===== src/core/bst_map.vh =====
/*
 Boundary-scan block constants: state codes, offsets, fields, resets.
 Assumes it is included once by the design file.
*/
`ifndef BST_MAP_VH
`define BST_MAP_VH

// ==========================================================
// Controller state codes
`define BST_EXIT2_DR    4'h0
`define BST_EXIT1_DR    4'h1
`define BST_SHIFT_DR    4'h2
`define BST_PAUSE_DR    4'h3
`define BST_SEL_IR      4'h4
`define BST_UPDATE_DR   4'h5
`define BST_CAPTURE_DR  4'h6
`define BST_SEL_DR      4'h7
`define BST_EXIT2_IR    4'h8
`define BST_EXIT1_IR    4'h9
`define BST_SHIFT_IR    4'hA
`define BST_PAUSE_IR    4'hB
`define BST_IDLE        4'hC
`define BST_UPDATE_IR   4'hD
`define BST_CAPTURE_IR  4'hE
`define BST_RESET_ST    4'hF

// ==========================================================
// Register offsets (byte addresses)
`define BST_ADDR_W      4
`define BST_OFS_CTRL    4'h0
`define BST_OFS_STATUS  4'h4
`define BST_OFS_CELLS   4'h8

// ==========================================================
// Field positions
`define BST_CTRL_MUX    0

// ==========================================================
// Reset values and bus answers
`define BST_CTRL_RST    1'h0
`define BST_RESP_OKAY   2'h0
`define BST_RESP_SLVERR 2'h2
`define BST_SYNC_W      6

`endif


===== src/core/bst_top.v =====
/*
 Boundary-scan test access port controller with a four-bit boundary
 register: an observe-only cell, an observe-and-control cell and a
 bidirectional cell pair, plus an AXI4-Lite register slave.
 Assumes the tester's TCK, TMS, TDI, test reset and boundary pin inputs
 are asynchronous to aclk, and that TCK is far slower than aclk.
*/
// Notes on behaviour
// - pause states gate off the register clock
// - update-IR raises instruction hold, then idle
// - update-DR raises data hold
// - serial output enabled only in shift states
// - path high for IR scan, low DR
// - idle register's clock low, shift/hold high
// - first DR clock captures, then shift pulses
// - reset output rises on fall after idle
// - reset output falls on fall after reset
// - reset state fixes all outputs to defaults
// - observe cell captures input when shift high
// - observe cell shifts serial input when low
// - observe cell has no mux, no hold
// - control cell passes input when mux low
// - control cell captures input on clock
// - control cell shifts serial input on clock
// - hold latch keeps output during scan
// - hold rise updates output from flop
// - control cell observes and controls signal
// - cells chained serially, controls shared
// - bidir pair joins observe and control
// - bidir pair offers no internal test
// - state on TCK rise, outputs on fall
// - reset state all ones, idle 1100
`include "bst_map.vh"
`default_nettype none

// ==========================================================
// Observe-only cell
module bst_observe_cell (
   input  wire aclk,
   input  wire aresetn,
   input  wire clk_rise,
   input  wire shift_n,
   input  wire cell_in,
   input  wire serial_in,
   output reg  serial_out
);
   // No mux and no hold input: it cannot drive anything
   always @(posedge aclk) begin
      if (!aresetn) begin
         serial_out <= 1'b0;
      end else if (clk_rise) begin
         if (shift_n) begin
            serial_out <= cell_in;
         end else begin
            serial_out <= serial_in;
         end
      end
   end
endmodule // bst_observe_cell

// ==========================================================
// Observe-and-control cell
module bst_observe_control_cell (
   input  wire aclk,
   input  wire aresetn,
   input  wire clk_rise,
   input  wire shift_n,
   input  wire hold_n,
   input  wire mux_ctrl,
   input  wire cell_in,
   input  wire serial_in,
   output wire serial_out,
   output wire cell_out
);
   reg  shift_flop_q;
   reg  hold_latch_q;
   wire latch_out;

   always @(posedge aclk) begin
      if (!aresetn) begin
         shift_flop_q <= 1'b0;
      end else if (clk_rise && !hold_n) begin
         if (shift_n) begin
            shift_flop_q <= cell_in;
         end else begin
            shift_flop_q <= serial_in;
         end
      end
   end

   // Latch as a flop plus bypass, open while hold is high
   always @(posedge aclk) begin
      if (!aresetn) begin
         hold_latch_q <= 1'b0;
      end else if (hold_n) begin
         hold_latch_q <= shift_flop_q;
      end
   end

   assign latch_out  = hold_n ? shift_flop_q : hold_latch_q;
   assign cell_out   = mux_ctrl ? latch_out : cell_in;
   assign serial_out = shift_flop_q;
endmodule // bst_observe_control_cell

// ==========================================================
// Bidirectional pair: observe part on the pin, control part on the drive
module bst_bidir_cell_pair (
   input  wire aclk,
   input  wire aresetn,
   input  wire clk_rise,
   input  wire shift_n,
   input  wire hold_n,
   input  wire mux_ctrl,
   input  wire bidir_out_in,
   input  wire bidir_pin_in,
   input  wire serial_in,
   output wire serial_out,
   output wire bidir_out_drive
);
   wire mid;

   // Control part first in the chain, observe part last
   bst_observe_control_cell u_ctl (
      .aclk       (aclk),
      .aresetn    (aresetn),
      .clk_rise   (clk_rise),
      .shift_n    (shift_n),
      .hold_n     (hold_n),
      .mux_ctrl   (mux_ctrl),
      .cell_in    (bidir_out_in),
      .serial_in  (serial_in),
      .serial_out (mid),
      .cell_out   (bidir_out_drive)
   );

   // Pin side is observed only, so core input cannot be forced
   bst_observe_cell u_obs (
      .aclk       (aclk),
      .aresetn    (aresetn),
      .clk_rise   (clk_rise),
      .shift_n    (shift_n),
      .cell_in    (bidir_pin_in),
      .serial_in  (mid),
      .serial_out (serial_out)
   );
endmodule // bst_bidir_cell_pair

// ==========================================================
// Top: controller, boundary register and register slave
module bst_top (
   input  wire                   aclk,
   input  wire                   aresetn,
   input  wire                   tck,
   input  wire                   tms,
   input  wire                   tdi,
   input  wire                   test_reset_n,
   input  wire                   instr_serial_out,
   input  wire                   pin_in_a,
   input  wire                   core_out_b,
   input  wire                   bidir_out_in,
   input  wire                   bidir_pin_in,
   output wire                   core_in_a,
   output wire                   pin_out_b,
   output wire                   bidir_out_drive,
   output reg                    tdo,
   output reg                    tdo_enable_n,
   output reg                    tdo_path_choice,
   output reg                    instr_reg_clock,
   output reg                    instr_reg_shift_n,
   output reg                    instr_reg_hold_n,
   output reg                    data_reg_clock,
   output reg                    data_reg_shift_n,
   output reg                    data_reg_hold_n,
   output reg                    instr_reset_n,
   output reg  [3:0]             tap_state,
   input  wire [`BST_ADDR_W-1:0] s_axi_awaddr,
   input  wire                   s_axi_awvalid,
   output wire                   s_axi_awready,
   input  wire [31:0]            s_axi_wdata,
   input  wire [3:0]             s_axi_wstrb,
   input  wire                   s_axi_wvalid,
   output wire                   s_axi_wready,
   output reg  [1:0]             s_axi_bresp,
   output reg                    s_axi_bvalid,
   input  wire                   s_axi_bready,
   input  wire [`BST_ADDR_W-1:0] s_axi_araddr,
   input  wire                   s_axi_arvalid,
   output wire                   s_axi_arready,
   output reg  [31:0]            s_axi_rdata,
   output reg  [1:0]             s_axi_rresp,
   output reg                    s_axi_rvalid,
   input  wire                   s_axi_rready
);
   // =======================================================
   // Pin synchronisers: three flops, accept when stages 2 and 3 agree
   reg  [`BST_SYNC_W-1:0] sync1;
   reg  [`BST_SYNC_W-1:0] sync2;
   reg  [`BST_SYNC_W-1:0] sync3;
   reg  [`BST_SYNC_W-1:0] filt;
   wire [`BST_SYNC_W-1:0] raw;
   wire [`BST_SYNC_W-1:0] next_filt;
   genvar g;

   assign raw = {bidir_pin_in, pin_in_a, test_reset_n, tdi, tms, tck};

   generate
      for (g = 0; g < `BST_SYNC_W; g = g + 1) begin : g_sync
         assign next_filt[g] = (sync2[g] == sync3[g]) ? sync3[g] : filt[g];
         always @(posedge aclk) begin
            if (!aresetn) begin
               sync1[g] <= (g != 0);
               sync2[g] <= (g != 0);
               sync3[g] <= (g != 0);
               filt[g]  <= (g != 0);
            end else begin
               sync1[g] <= raw[g];
               sync2[g] <= sync1[g];
               sync3[g] <= sync2[g];
               filt[g]  <= next_filt[g];
            end
         end
      end
   endgenerate

   wire tck_rise = next_filt[0] & ~filt[0];
   wire tck_fall = ~next_filt[0] & filt[0];
   wire tms_s    = filt[1];
   wire tdi_s    = filt[2];
   wire trst_n_s = filt[3];

   // =======================================================
   // State register
   function [3:0] bst_next_state;
      input [3:0] st;
      input       m;
      begin
         case (st)
            `BST_RESET_ST:   bst_next_state = m ? `BST_RESET_ST : `BST_IDLE;
            `BST_IDLE:       bst_next_state = m ? `BST_SEL_DR : `BST_IDLE;
            `BST_SEL_DR:     bst_next_state = m ? `BST_SEL_IR : `BST_CAPTURE_DR;
            `BST_CAPTURE_DR: bst_next_state = m ? `BST_EXIT1_DR : `BST_SHIFT_DR;
            `BST_SHIFT_DR:   bst_next_state = m ? `BST_EXIT1_DR : `BST_SHIFT_DR;
            `BST_EXIT1_DR:   bst_next_state = m ? `BST_UPDATE_DR : `BST_PAUSE_DR;
            `BST_PAUSE_DR:   bst_next_state = m ? `BST_EXIT2_DR : `BST_PAUSE_DR;
            `BST_EXIT2_DR:   bst_next_state = m ? `BST_UPDATE_DR : `BST_SHIFT_DR;
            `BST_UPDATE_DR:  bst_next_state = m ? `BST_SEL_DR : `BST_IDLE;
            `BST_SEL_IR:     bst_next_state = m ? `BST_RESET_ST : `BST_CAPTURE_IR;
            `BST_CAPTURE_IR: bst_next_state = m ? `BST_EXIT1_IR : `BST_SHIFT_IR;
            `BST_SHIFT_IR:   bst_next_state = m ? `BST_EXIT1_IR : `BST_SHIFT_IR;
            `BST_EXIT1_IR:   bst_next_state = m ? `BST_UPDATE_IR : `BST_PAUSE_IR;
            `BST_PAUSE_IR:   bst_next_state = m ? `BST_EXIT2_IR : `BST_PAUSE_IR;
            `BST_EXIT2_IR:   bst_next_state = m ? `BST_UPDATE_IR : `BST_SHIFT_IR;
            `BST_UPDATE_IR:  bst_next_state = m ? `BST_SEL_DR : `BST_IDLE;
            default:         bst_next_state = `BST_RESET_ST;
         endcase
      end
   endfunction

   // Test reset needs no TCK edge
   always @(posedge aclk) begin
      if (!aresetn || !trst_n_s) begin
         tap_state <= `BST_RESET_ST;
      end else if (tck_rise) begin
         tap_state <= bst_next_state(tap_state, tms_s);
      end
   end

   // =======================================================
   // Output control flops, loaded on falling TCK
   wire st_dr_scan = (tap_state == `BST_CAPTURE_DR) || (tap_state == `BST_SHIFT_DR) ||
                     (tap_state == `BST_EXIT1_DR)   || (tap_state == `BST_PAUSE_DR) ||
                     (tap_state == `BST_EXIT2_DR);
   wire st_ir_scan = (tap_state == `BST_CAPTURE_IR) || (tap_state == `BST_SHIFT_IR) ||
                     (tap_state == `BST_EXIT1_IR)   || (tap_state == `BST_PAUSE_IR) ||
                     (tap_state == `BST_EXIT2_IR);
   wire st_reset   = (tap_state == `BST_RESET_ST);
   reg  dr_en;
   reg  ir_en;

   always @(posedge aclk) begin
      if (!aresetn || !trst_n_s) begin
         dr_en             <= 1'b0;
         ir_en             <= 1'b0;
         data_reg_shift_n  <= 1'b1;
         instr_reg_shift_n <= 1'b1;
         data_reg_hold_n   <= 1'b0;
         instr_reg_hold_n  <= 1'b0;
         tdo_path_choice   <= 1'b1;
         tdo_enable_n      <= 1'b1;
         instr_reset_n     <= 1'b0;
      end else if (tck_fall) begin
         // Clock runs in capture and shift only; pauses stop it
         dr_en             <= (tap_state == `BST_CAPTURE_DR) ||
                              (tap_state == `BST_SHIFT_DR);
         ir_en             <= (tap_state == `BST_CAPTURE_IR) ||
                              (tap_state == `BST_SHIFT_IR);
         // First pulse after capture sees shift high, later ones low
         data_reg_shift_n  <= (tap_state != `BST_SHIFT_DR);
         instr_reg_shift_n <= (tap_state != `BST_SHIFT_IR);
         // Holds low through the scan, high again in update
         data_reg_hold_n   <= !(st_dr_scan || st_reset);
         instr_reg_hold_n  <= !(st_ir_scan || st_reset);
         tdo_path_choice   <= !(st_dr_scan || (tap_state == `BST_UPDATE_DR));
         tdo_enable_n      <= !((tap_state == `BST_SHIFT_DR) ||
                                (tap_state == `BST_SHIFT_IR));
         instr_reset_n     <= !st_reset;
      end
   end

   // Gated clocks; enables move only while TCK is low
   always @(posedge aclk) begin
      if (!aresetn || !trst_n_s) begin
         data_reg_clock  <= 1'b0;
         instr_reg_clock <= 1'b0;
      end else begin
         data_reg_clock  <= next_filt[0] & dr_en;
         instr_reg_clock <= next_filt[0] & ir_en;
      end
   end

   // =======================================================
   // Boundary register: observe, control, bidir pair, in one chain
   reg  dr_clk_d;
   reg  test_mux_ctrl;
   wire dr_clk_rise = data_reg_clock & ~dr_clk_d;
   wire chain0;
   wire chain1;
   wire chain2;

   always @(posedge aclk) begin
      if (!aresetn) begin
         dr_clk_d <= 1'b0;
      end else begin
         dr_clk_d <= data_reg_clock;
      end
   end

   bst_observe_cell u_cell_a (
      .aclk       (aclk),
      .aresetn    (aresetn),
      .clk_rise   (dr_clk_rise),
      .shift_n    (data_reg_shift_n),
      .cell_in    (filt[4]),
      .serial_in  (tdi_s),
      .serial_out (chain0)
   );
   assign core_in_a = filt[4];

   // Shared controls in parallel, serial data in series
   bst_observe_control_cell u_cell_b (
      .aclk       (aclk),
      .aresetn    (aresetn),
      .clk_rise   (dr_clk_rise),
      .shift_n    (data_reg_shift_n),
      .hold_n     (data_reg_hold_n),
      .mux_ctrl   (test_mux_ctrl),
      .cell_in    (core_out_b),
      .serial_in  (chain0),
      .serial_out (chain1),
      .cell_out   (pin_out_b)
   );

   bst_bidir_cell_pair u_cell_c (
      .aclk            (aclk),
      .aresetn         (aresetn),
      .clk_rise        (dr_clk_rise),
      .shift_n         (data_reg_shift_n),
      .hold_n          (data_reg_hold_n),
      .mux_ctrl        (test_mux_ctrl),
      .bidir_out_in    (bidir_out_in),
      .bidir_pin_in    (filt[5]),
      .serial_in       (chain1),
      .serial_out      (chain2),
      .bidir_out_drive (bidir_out_drive)
   );

   always @(posedge aclk) begin
      if (!aresetn) begin
         tdo <= 1'b0;
      end else begin
         tdo <= tdo_path_choice ? instr_serial_out : chain2;
      end
   end

   // =======================================================
   // AXI4-Lite slave: address and data taken in either order
   reg                   aw_held;
   reg                   w_held;
   reg [`BST_ADDR_W-1:0] aw_addr;
   reg [31:0]            w_data;
   reg [3:0]             w_strb;

   assign s_axi_awready = !aw_held && !s_axi_bvalid;
   assign s_axi_wready  = !w_held && !s_axi_bvalid;
   assign s_axi_arready = !s_axi_rvalid;

   always @(posedge aclk) begin
      if (!aresetn) begin
         aw_held       <= 1'b0;
         w_held        <= 1'b0;
         aw_addr       <= {`BST_ADDR_W{1'b0}};
         w_data        <= 32'h0000_0000;
         w_strb        <= 4'h0;
         s_axi_bvalid  <= 1'b0;
         s_axi_bresp   <= `BST_RESP_OKAY;
         test_mux_ctrl <= `BST_CTRL_RST;
      end else begin
         if (s_axi_awvalid && s_axi_awready) begin
            aw_held <= 1'b1;
            aw_addr <= s_axi_awaddr;
         end
         if (s_axi_wvalid && s_axi_wready) begin
            w_held <= 1'b1;
            w_data <= s_axi_wdata;
            w_strb <= s_axi_wstrb;
         end
         if (aw_held && w_held) begin
            aw_held      <= 1'b0;
            w_held       <= 1'b0;
            s_axi_bvalid <= 1'b1;
            if (aw_addr == `BST_OFS_CTRL) begin
               s_axi_bresp <= `BST_RESP_OKAY;
               if (w_strb[0]) begin
                  test_mux_ctrl <= w_data[`BST_CTRL_MUX];
               end
            end else if ((aw_addr == `BST_OFS_STATUS) || (aw_addr == `BST_OFS_CELLS)) begin
               s_axi_bresp <= `BST_RESP_OKAY;
            end else begin
               s_axi_bresp <= `BST_RESP_SLVERR;
            end
         end else if (s_axi_bvalid && s_axi_bready) begin
            s_axi_bvalid <= 1'b0;
         end
      end
   end

   // Read side: status is live
   always @(posedge aclk) begin
      if (!aresetn) begin
         s_axi_rvalid <= 1'b0;
         s_axi_rdata  <= 32'h0000_0000;
         s_axi_rresp  <= `BST_RESP_OKAY;
      end else if (s_axi_arvalid && s_axi_arready) begin
         s_axi_rvalid <= 1'b1;
         s_axi_rresp  <= `BST_RESP_OKAY;
         case (s_axi_araddr)
            `BST_OFS_CTRL:   s_axi_rdata <= {31'h0000_0000, test_mux_ctrl};
            `BST_OFS_STATUS: s_axi_rdata <= {21'h00_0000, instr_reg_shift_n,
                                             data_reg_shift_n, instr_reg_hold_n,
                                             data_reg_hold_n, tdo_path_choice,
                                             tdo_enable_n, instr_reset_n, tap_state};
            `BST_OFS_CELLS:  s_axi_rdata <= {28'h000_0000, chain2, chain1, chain0, tdo};
            default: begin
               s_axi_rdata <= 32'h0000_0000;
               s_axi_rresp <= `BST_RESP_SLVERR;
            end
         endcase
      end else if (s_axi_rvalid && s_axi_rready) begin
         s_axi_rvalid <= 1'b0;
      end
   end
endmodule // bst_top

`default_nettype wire

===== config.mk =====
export PLATFORM = sky130hd
export DESIGN_NAME = bst_top
export DESIGN_NICKNAME = d
export VERILOG_FILES = /design/src/core/bst_top.v
export VERILOG_INCLUDE_DIRS = /design/src /design/src/core
export SDC_FILE = /design/constraint.sdc
export NUM_CORES = 1
export LEC_CHECK = 0
export CORE_AREA = 3 3 55 108
export DETAILED_ROUTE_END_ITERATION = 8
export DIE_AREA = 0 0 58 111
export DONT_BUFFER_PORTS = 1
export PLACE_DENSITY = 0.83
export SETUP_SLACK_MARGIN = 0.4
export SLEW_MARGIN = 0
export SYNTH_ARGS = -nofsm -noshare
export SYNTH_HDL_FRONTEND = slang
export SYNTH_SLANG_ARGS = --single-unit
export TNS_END_PERCENT = 30

===== constraint.sdc =====
create_clock -name aclk -period 1.3 [get_ports aclk]
set_clock_uncertainty 0.05 [all_clocks]
set_input_delay 0.195 -clock aclk [delete_from_list [all_inputs] [get_ports aclk]]
set_output_delay 0.195 -clock aclk [all_outputs]
set_load 0.1 [all_outputs]

==> results.py <==
metrics = {
    "final_layout": {
        "drive_gt1_share_pct": 48.9,
        "fin_cells": 469,
        "syn2layout_area_growth_pct": 68.0,
        "n_antenna_cell": 0,
        "nets": 466,
    },
    "floorplan": {
        "rows": 37,
        "start_util_pct": 54.8,
        "core_um2": 5180,
        "design.portCount": 118,
        "die_y_um": 111,
        "die_x_um": 58,
        "die_area_um2": 6440,
    },
    "critical_path": {
        "cp-end-kind": "output port",
        "r2r_slack_ns": -0.20,
        "crit_arrival_ns": 1.37,
        "rr_startpoint": "filt[0]",
        "critPathMaxFanout": 3,
        "start_kind": "flop",
        "critPathRequiredTime_ns": 1.05,
        "worstSetupPathType": "reg -> out",
        "r2r_cells": 5,
        "rr_endpoint": "ir_en",
    },
    "logic_synthesis": {
        "async_flop_share_pct": 0,
        "synthesis.area_um2": 2840,
        "synth_area_leader_cell": "dfxtp_1",
        "ys_ff_latch": 71,
        "yosys-top-cells-area": "dfxtp_1 (50%), buf_4 (6.1%), nor2_1 (5.9%), mux2i_1 (5.3%), nand2b_1 (4.6%)",
        "yosysWarningCount": 0,
        "synthMuxAreaShare_pct": 5.28,
        "synth_top_family_by_area": "simple AND/OR/NAND/NOR gates",
        "synth_compound_area_share_pct": 14.1,
        "synth_edf_count": 0,
        "synth_top_area_share_pct": 50.0,
        "ys_seq_area_share_pct": 50.0,
        "syn_area_per_cell_um2": 9.17,
        "syn_inst": 310,
        "synth.most_common_cell": "dfxtp_1",
        "post_synth_most_frequent_cells": "dfxtp_1 (71), nor2_1 (45), buf_4 (23)",
        "yosys_most_used_dff": "dfxtp_1",
        "ys_types": 41,
        "yosys.area_share.xor_xnor_pct": 0,
        "synthSimpleGateAreaFrac_pct": 20.8,
        "synth_fa_ha_area_share_pct": 0.396,
    },
    "sta": {
        "worstMarginPinSlew_ns": 0.518,
        "maxSlewViolCount": 0,
        "fmax_ghz": 0.619,
        "setup_violations": 24,
        "setup_slack_ns": -0.316,
        "maxSlewHeadroom_pct": 65.4,
        "rsz0062_at_grt": "true",
        "layout_min_cycle_time_ns": 1.62,
        "final_hold_viol_count": 0,
        "fin_crit_sh_pct": 124,
        "fin_hold_ws_ns": 0.0809,
    },
    "drt": {
        "wl_per_cell_um": 26.8,
        "firstDrtPassIters": 5,
        "routed_wl_mm": 12.6,
        "detail-route-antenna-nets": 0,
        "num_vias": 2945,
        "via_per_inst": 6.28,
        "drtIter0Drc": 231,
        "drc_errors": 0,
    },
    "worst_hold_path": {
        "min-delay-start": "s_axi_araddr[1]",
        "hold_path.class": "in -> reg",
        "holdPathStages": 3,
        "min_to": "s_axi_rdata[0]",
    },
    "grt": {
        "grt_util_met2_pct": 57.3,
        "grt_pass1_wl_mm": 16.4,
        "grt_usage_pct": 34.3,
        "grt_use_met1_pct": 37.0,
        "grt_max_degree": 29,
        "grt_use_met3_pct": 7.58,
        "busiest_layer": "met2",
        "overflow": 0,
        "antenna_found_initial": 0,
        "grt_pass1_vias": 2948,
    },
    "pwr": {
        "p_per_area_nw_per_um2": 1050,
        "power.leakage_nw": 1.98,
        "peakVddDrop_v": 0.00130,
    },
    "clock_tree": {
        "cts.htree.levels": 3,
        "clk_latency_ns": 0.37,
        "clockRootBuffer": "clkbuf_8",
        "cts_made_buffers": 9,
        "cts_buffer_depth": 2,
        "cts_tree": "yes",
        "cts.sinks": 71,
        "clk_pin_slew_ns": 0.09,
    },
    "placement": {
        "hpwl_mm": 4.83,
        "io_buffers": 0,
        "gp_congestion": 0.884,
        "dp.cells": 401,
        "dp_slack_ns": -0.0753,
    },
    "run": {
        "maxCapViolations": 0,
    },
    "run_status": {
        "outcome": "complete, but fails checks",
        "violations": "setup timing",
    },
}
-- report_power, final --
group	total, mW	internal [mW]	switching (mW)
Combinational	0.959	0.273	0.686
Clock	1.83	0.924	0.904
Sequential	2.24	2.19	0.0543
-- per-layer routing --
layer	vias to the layer above	wire length [um]
met5	-	0
met4	0	913
met3	94	979
met2	237	6320
met1	1414	4340
li1	1200	-
-- cells by family after synthesis --
logic type                 Yosys count
buffers and inverters               45
and+or+nand+nor                    113
adders and majority gates            1
other                                1
DFF                                 71
AOI/OAI and AO/OA                   64
muxes                               15
-- worst max-delay path, stage by stage, from the launching register on --
cell and delay, ns:
dfxtp_4 0.42, mux2i_4 0.30, a21oi_4 0.10, buf_12 0.18
-- layout by cell type, fill, tap and decap left out, types with 4 or more instances in the layout --
| cell type | instances |
|---|---|
| dfxtp_2 | 15 |
| clkbuf_8 | 9 |
| a22oi_2 | 8 |
| dfxtp_1 | 33 |
| nand2b_1 | 19 |
| mux2i_1 | 12 |
| and2_1 | 7 |
| o21ai_0 | 4 |
| dlygate4sd3_1 | 15 |
| buf_12 | 36 |
| conb_1 | 23 |
| buf_4 | 25 |
| nand2_1 | 10 |
| buf_6 | 20 |
| and3_1 | 4 |
| nor2_1 | 39 |
| a21oi_2 | 6 |
| o21ai_1 | 7 |
| a21oi_1 | 12 |
| dfxtp_4 | 23 |
-- state kept, by name (all words and copies together) (netlist names), 2 cells and up --
| name | cells |
|---|---|
| aw_addr | 4 |
| sync3 | 6 |
| filt | 2 |
| sync2 | 6 |
| sync1 | 6 |
| s_axi_rdata | 11 |
| tap_state | 4 |
-- how the worst max path moves through the flow --
stage                      endpoint  cells past startpoint       startpoint
floorplan                aw_addr[0]                      5     s_axi_bvalid
detailed placement            dr_en                      5         sync2[0]
CTS                 bidir_out_drive                      3  data_reg_hold_n
global route              pin_out_b                      3  data_reg_hold_n
finish                    pin_out_b                      3  data_reg_hold_n
global placement              dr_en                      5         sync2[0]
-- cell type report --
cell class	count	area, um2
inverters	7	40.0
well taps	58	72.6
repair buffers	101	1350
clock inverters	4	25.0
multi-input cells	216	1580
fillers	168	410
flip-flops and latches	71	1530
clock buffers	12	178
-- repair_timing --
action	4_1_cts	5_1_grt
cloned	1	0
gates resized for setup	165	48
endpoints found under the hold margin	37	0
pin swaps	45	25
setup buffers	20	15
hold buffers	16	0
setup endpoints to repair	80	102
-- metrics by stage --
step	TNS (ns)	util [%]	power (mW)	instance area, um2
6_report	-2.19	92.1	5.03	4770
5_1_grt	-2.66	92.1	5.12	4770
4_1_cts	-0.574	86.8	4.89	4500
3_5_place_dp	-0.217	64.9	3.04	3360
3_3_place_gp	-0.0932	64.9	3.03	3360
2_1_floorplan	-5.00	-	3.00	3150
(Power assumes the default switching activity.)
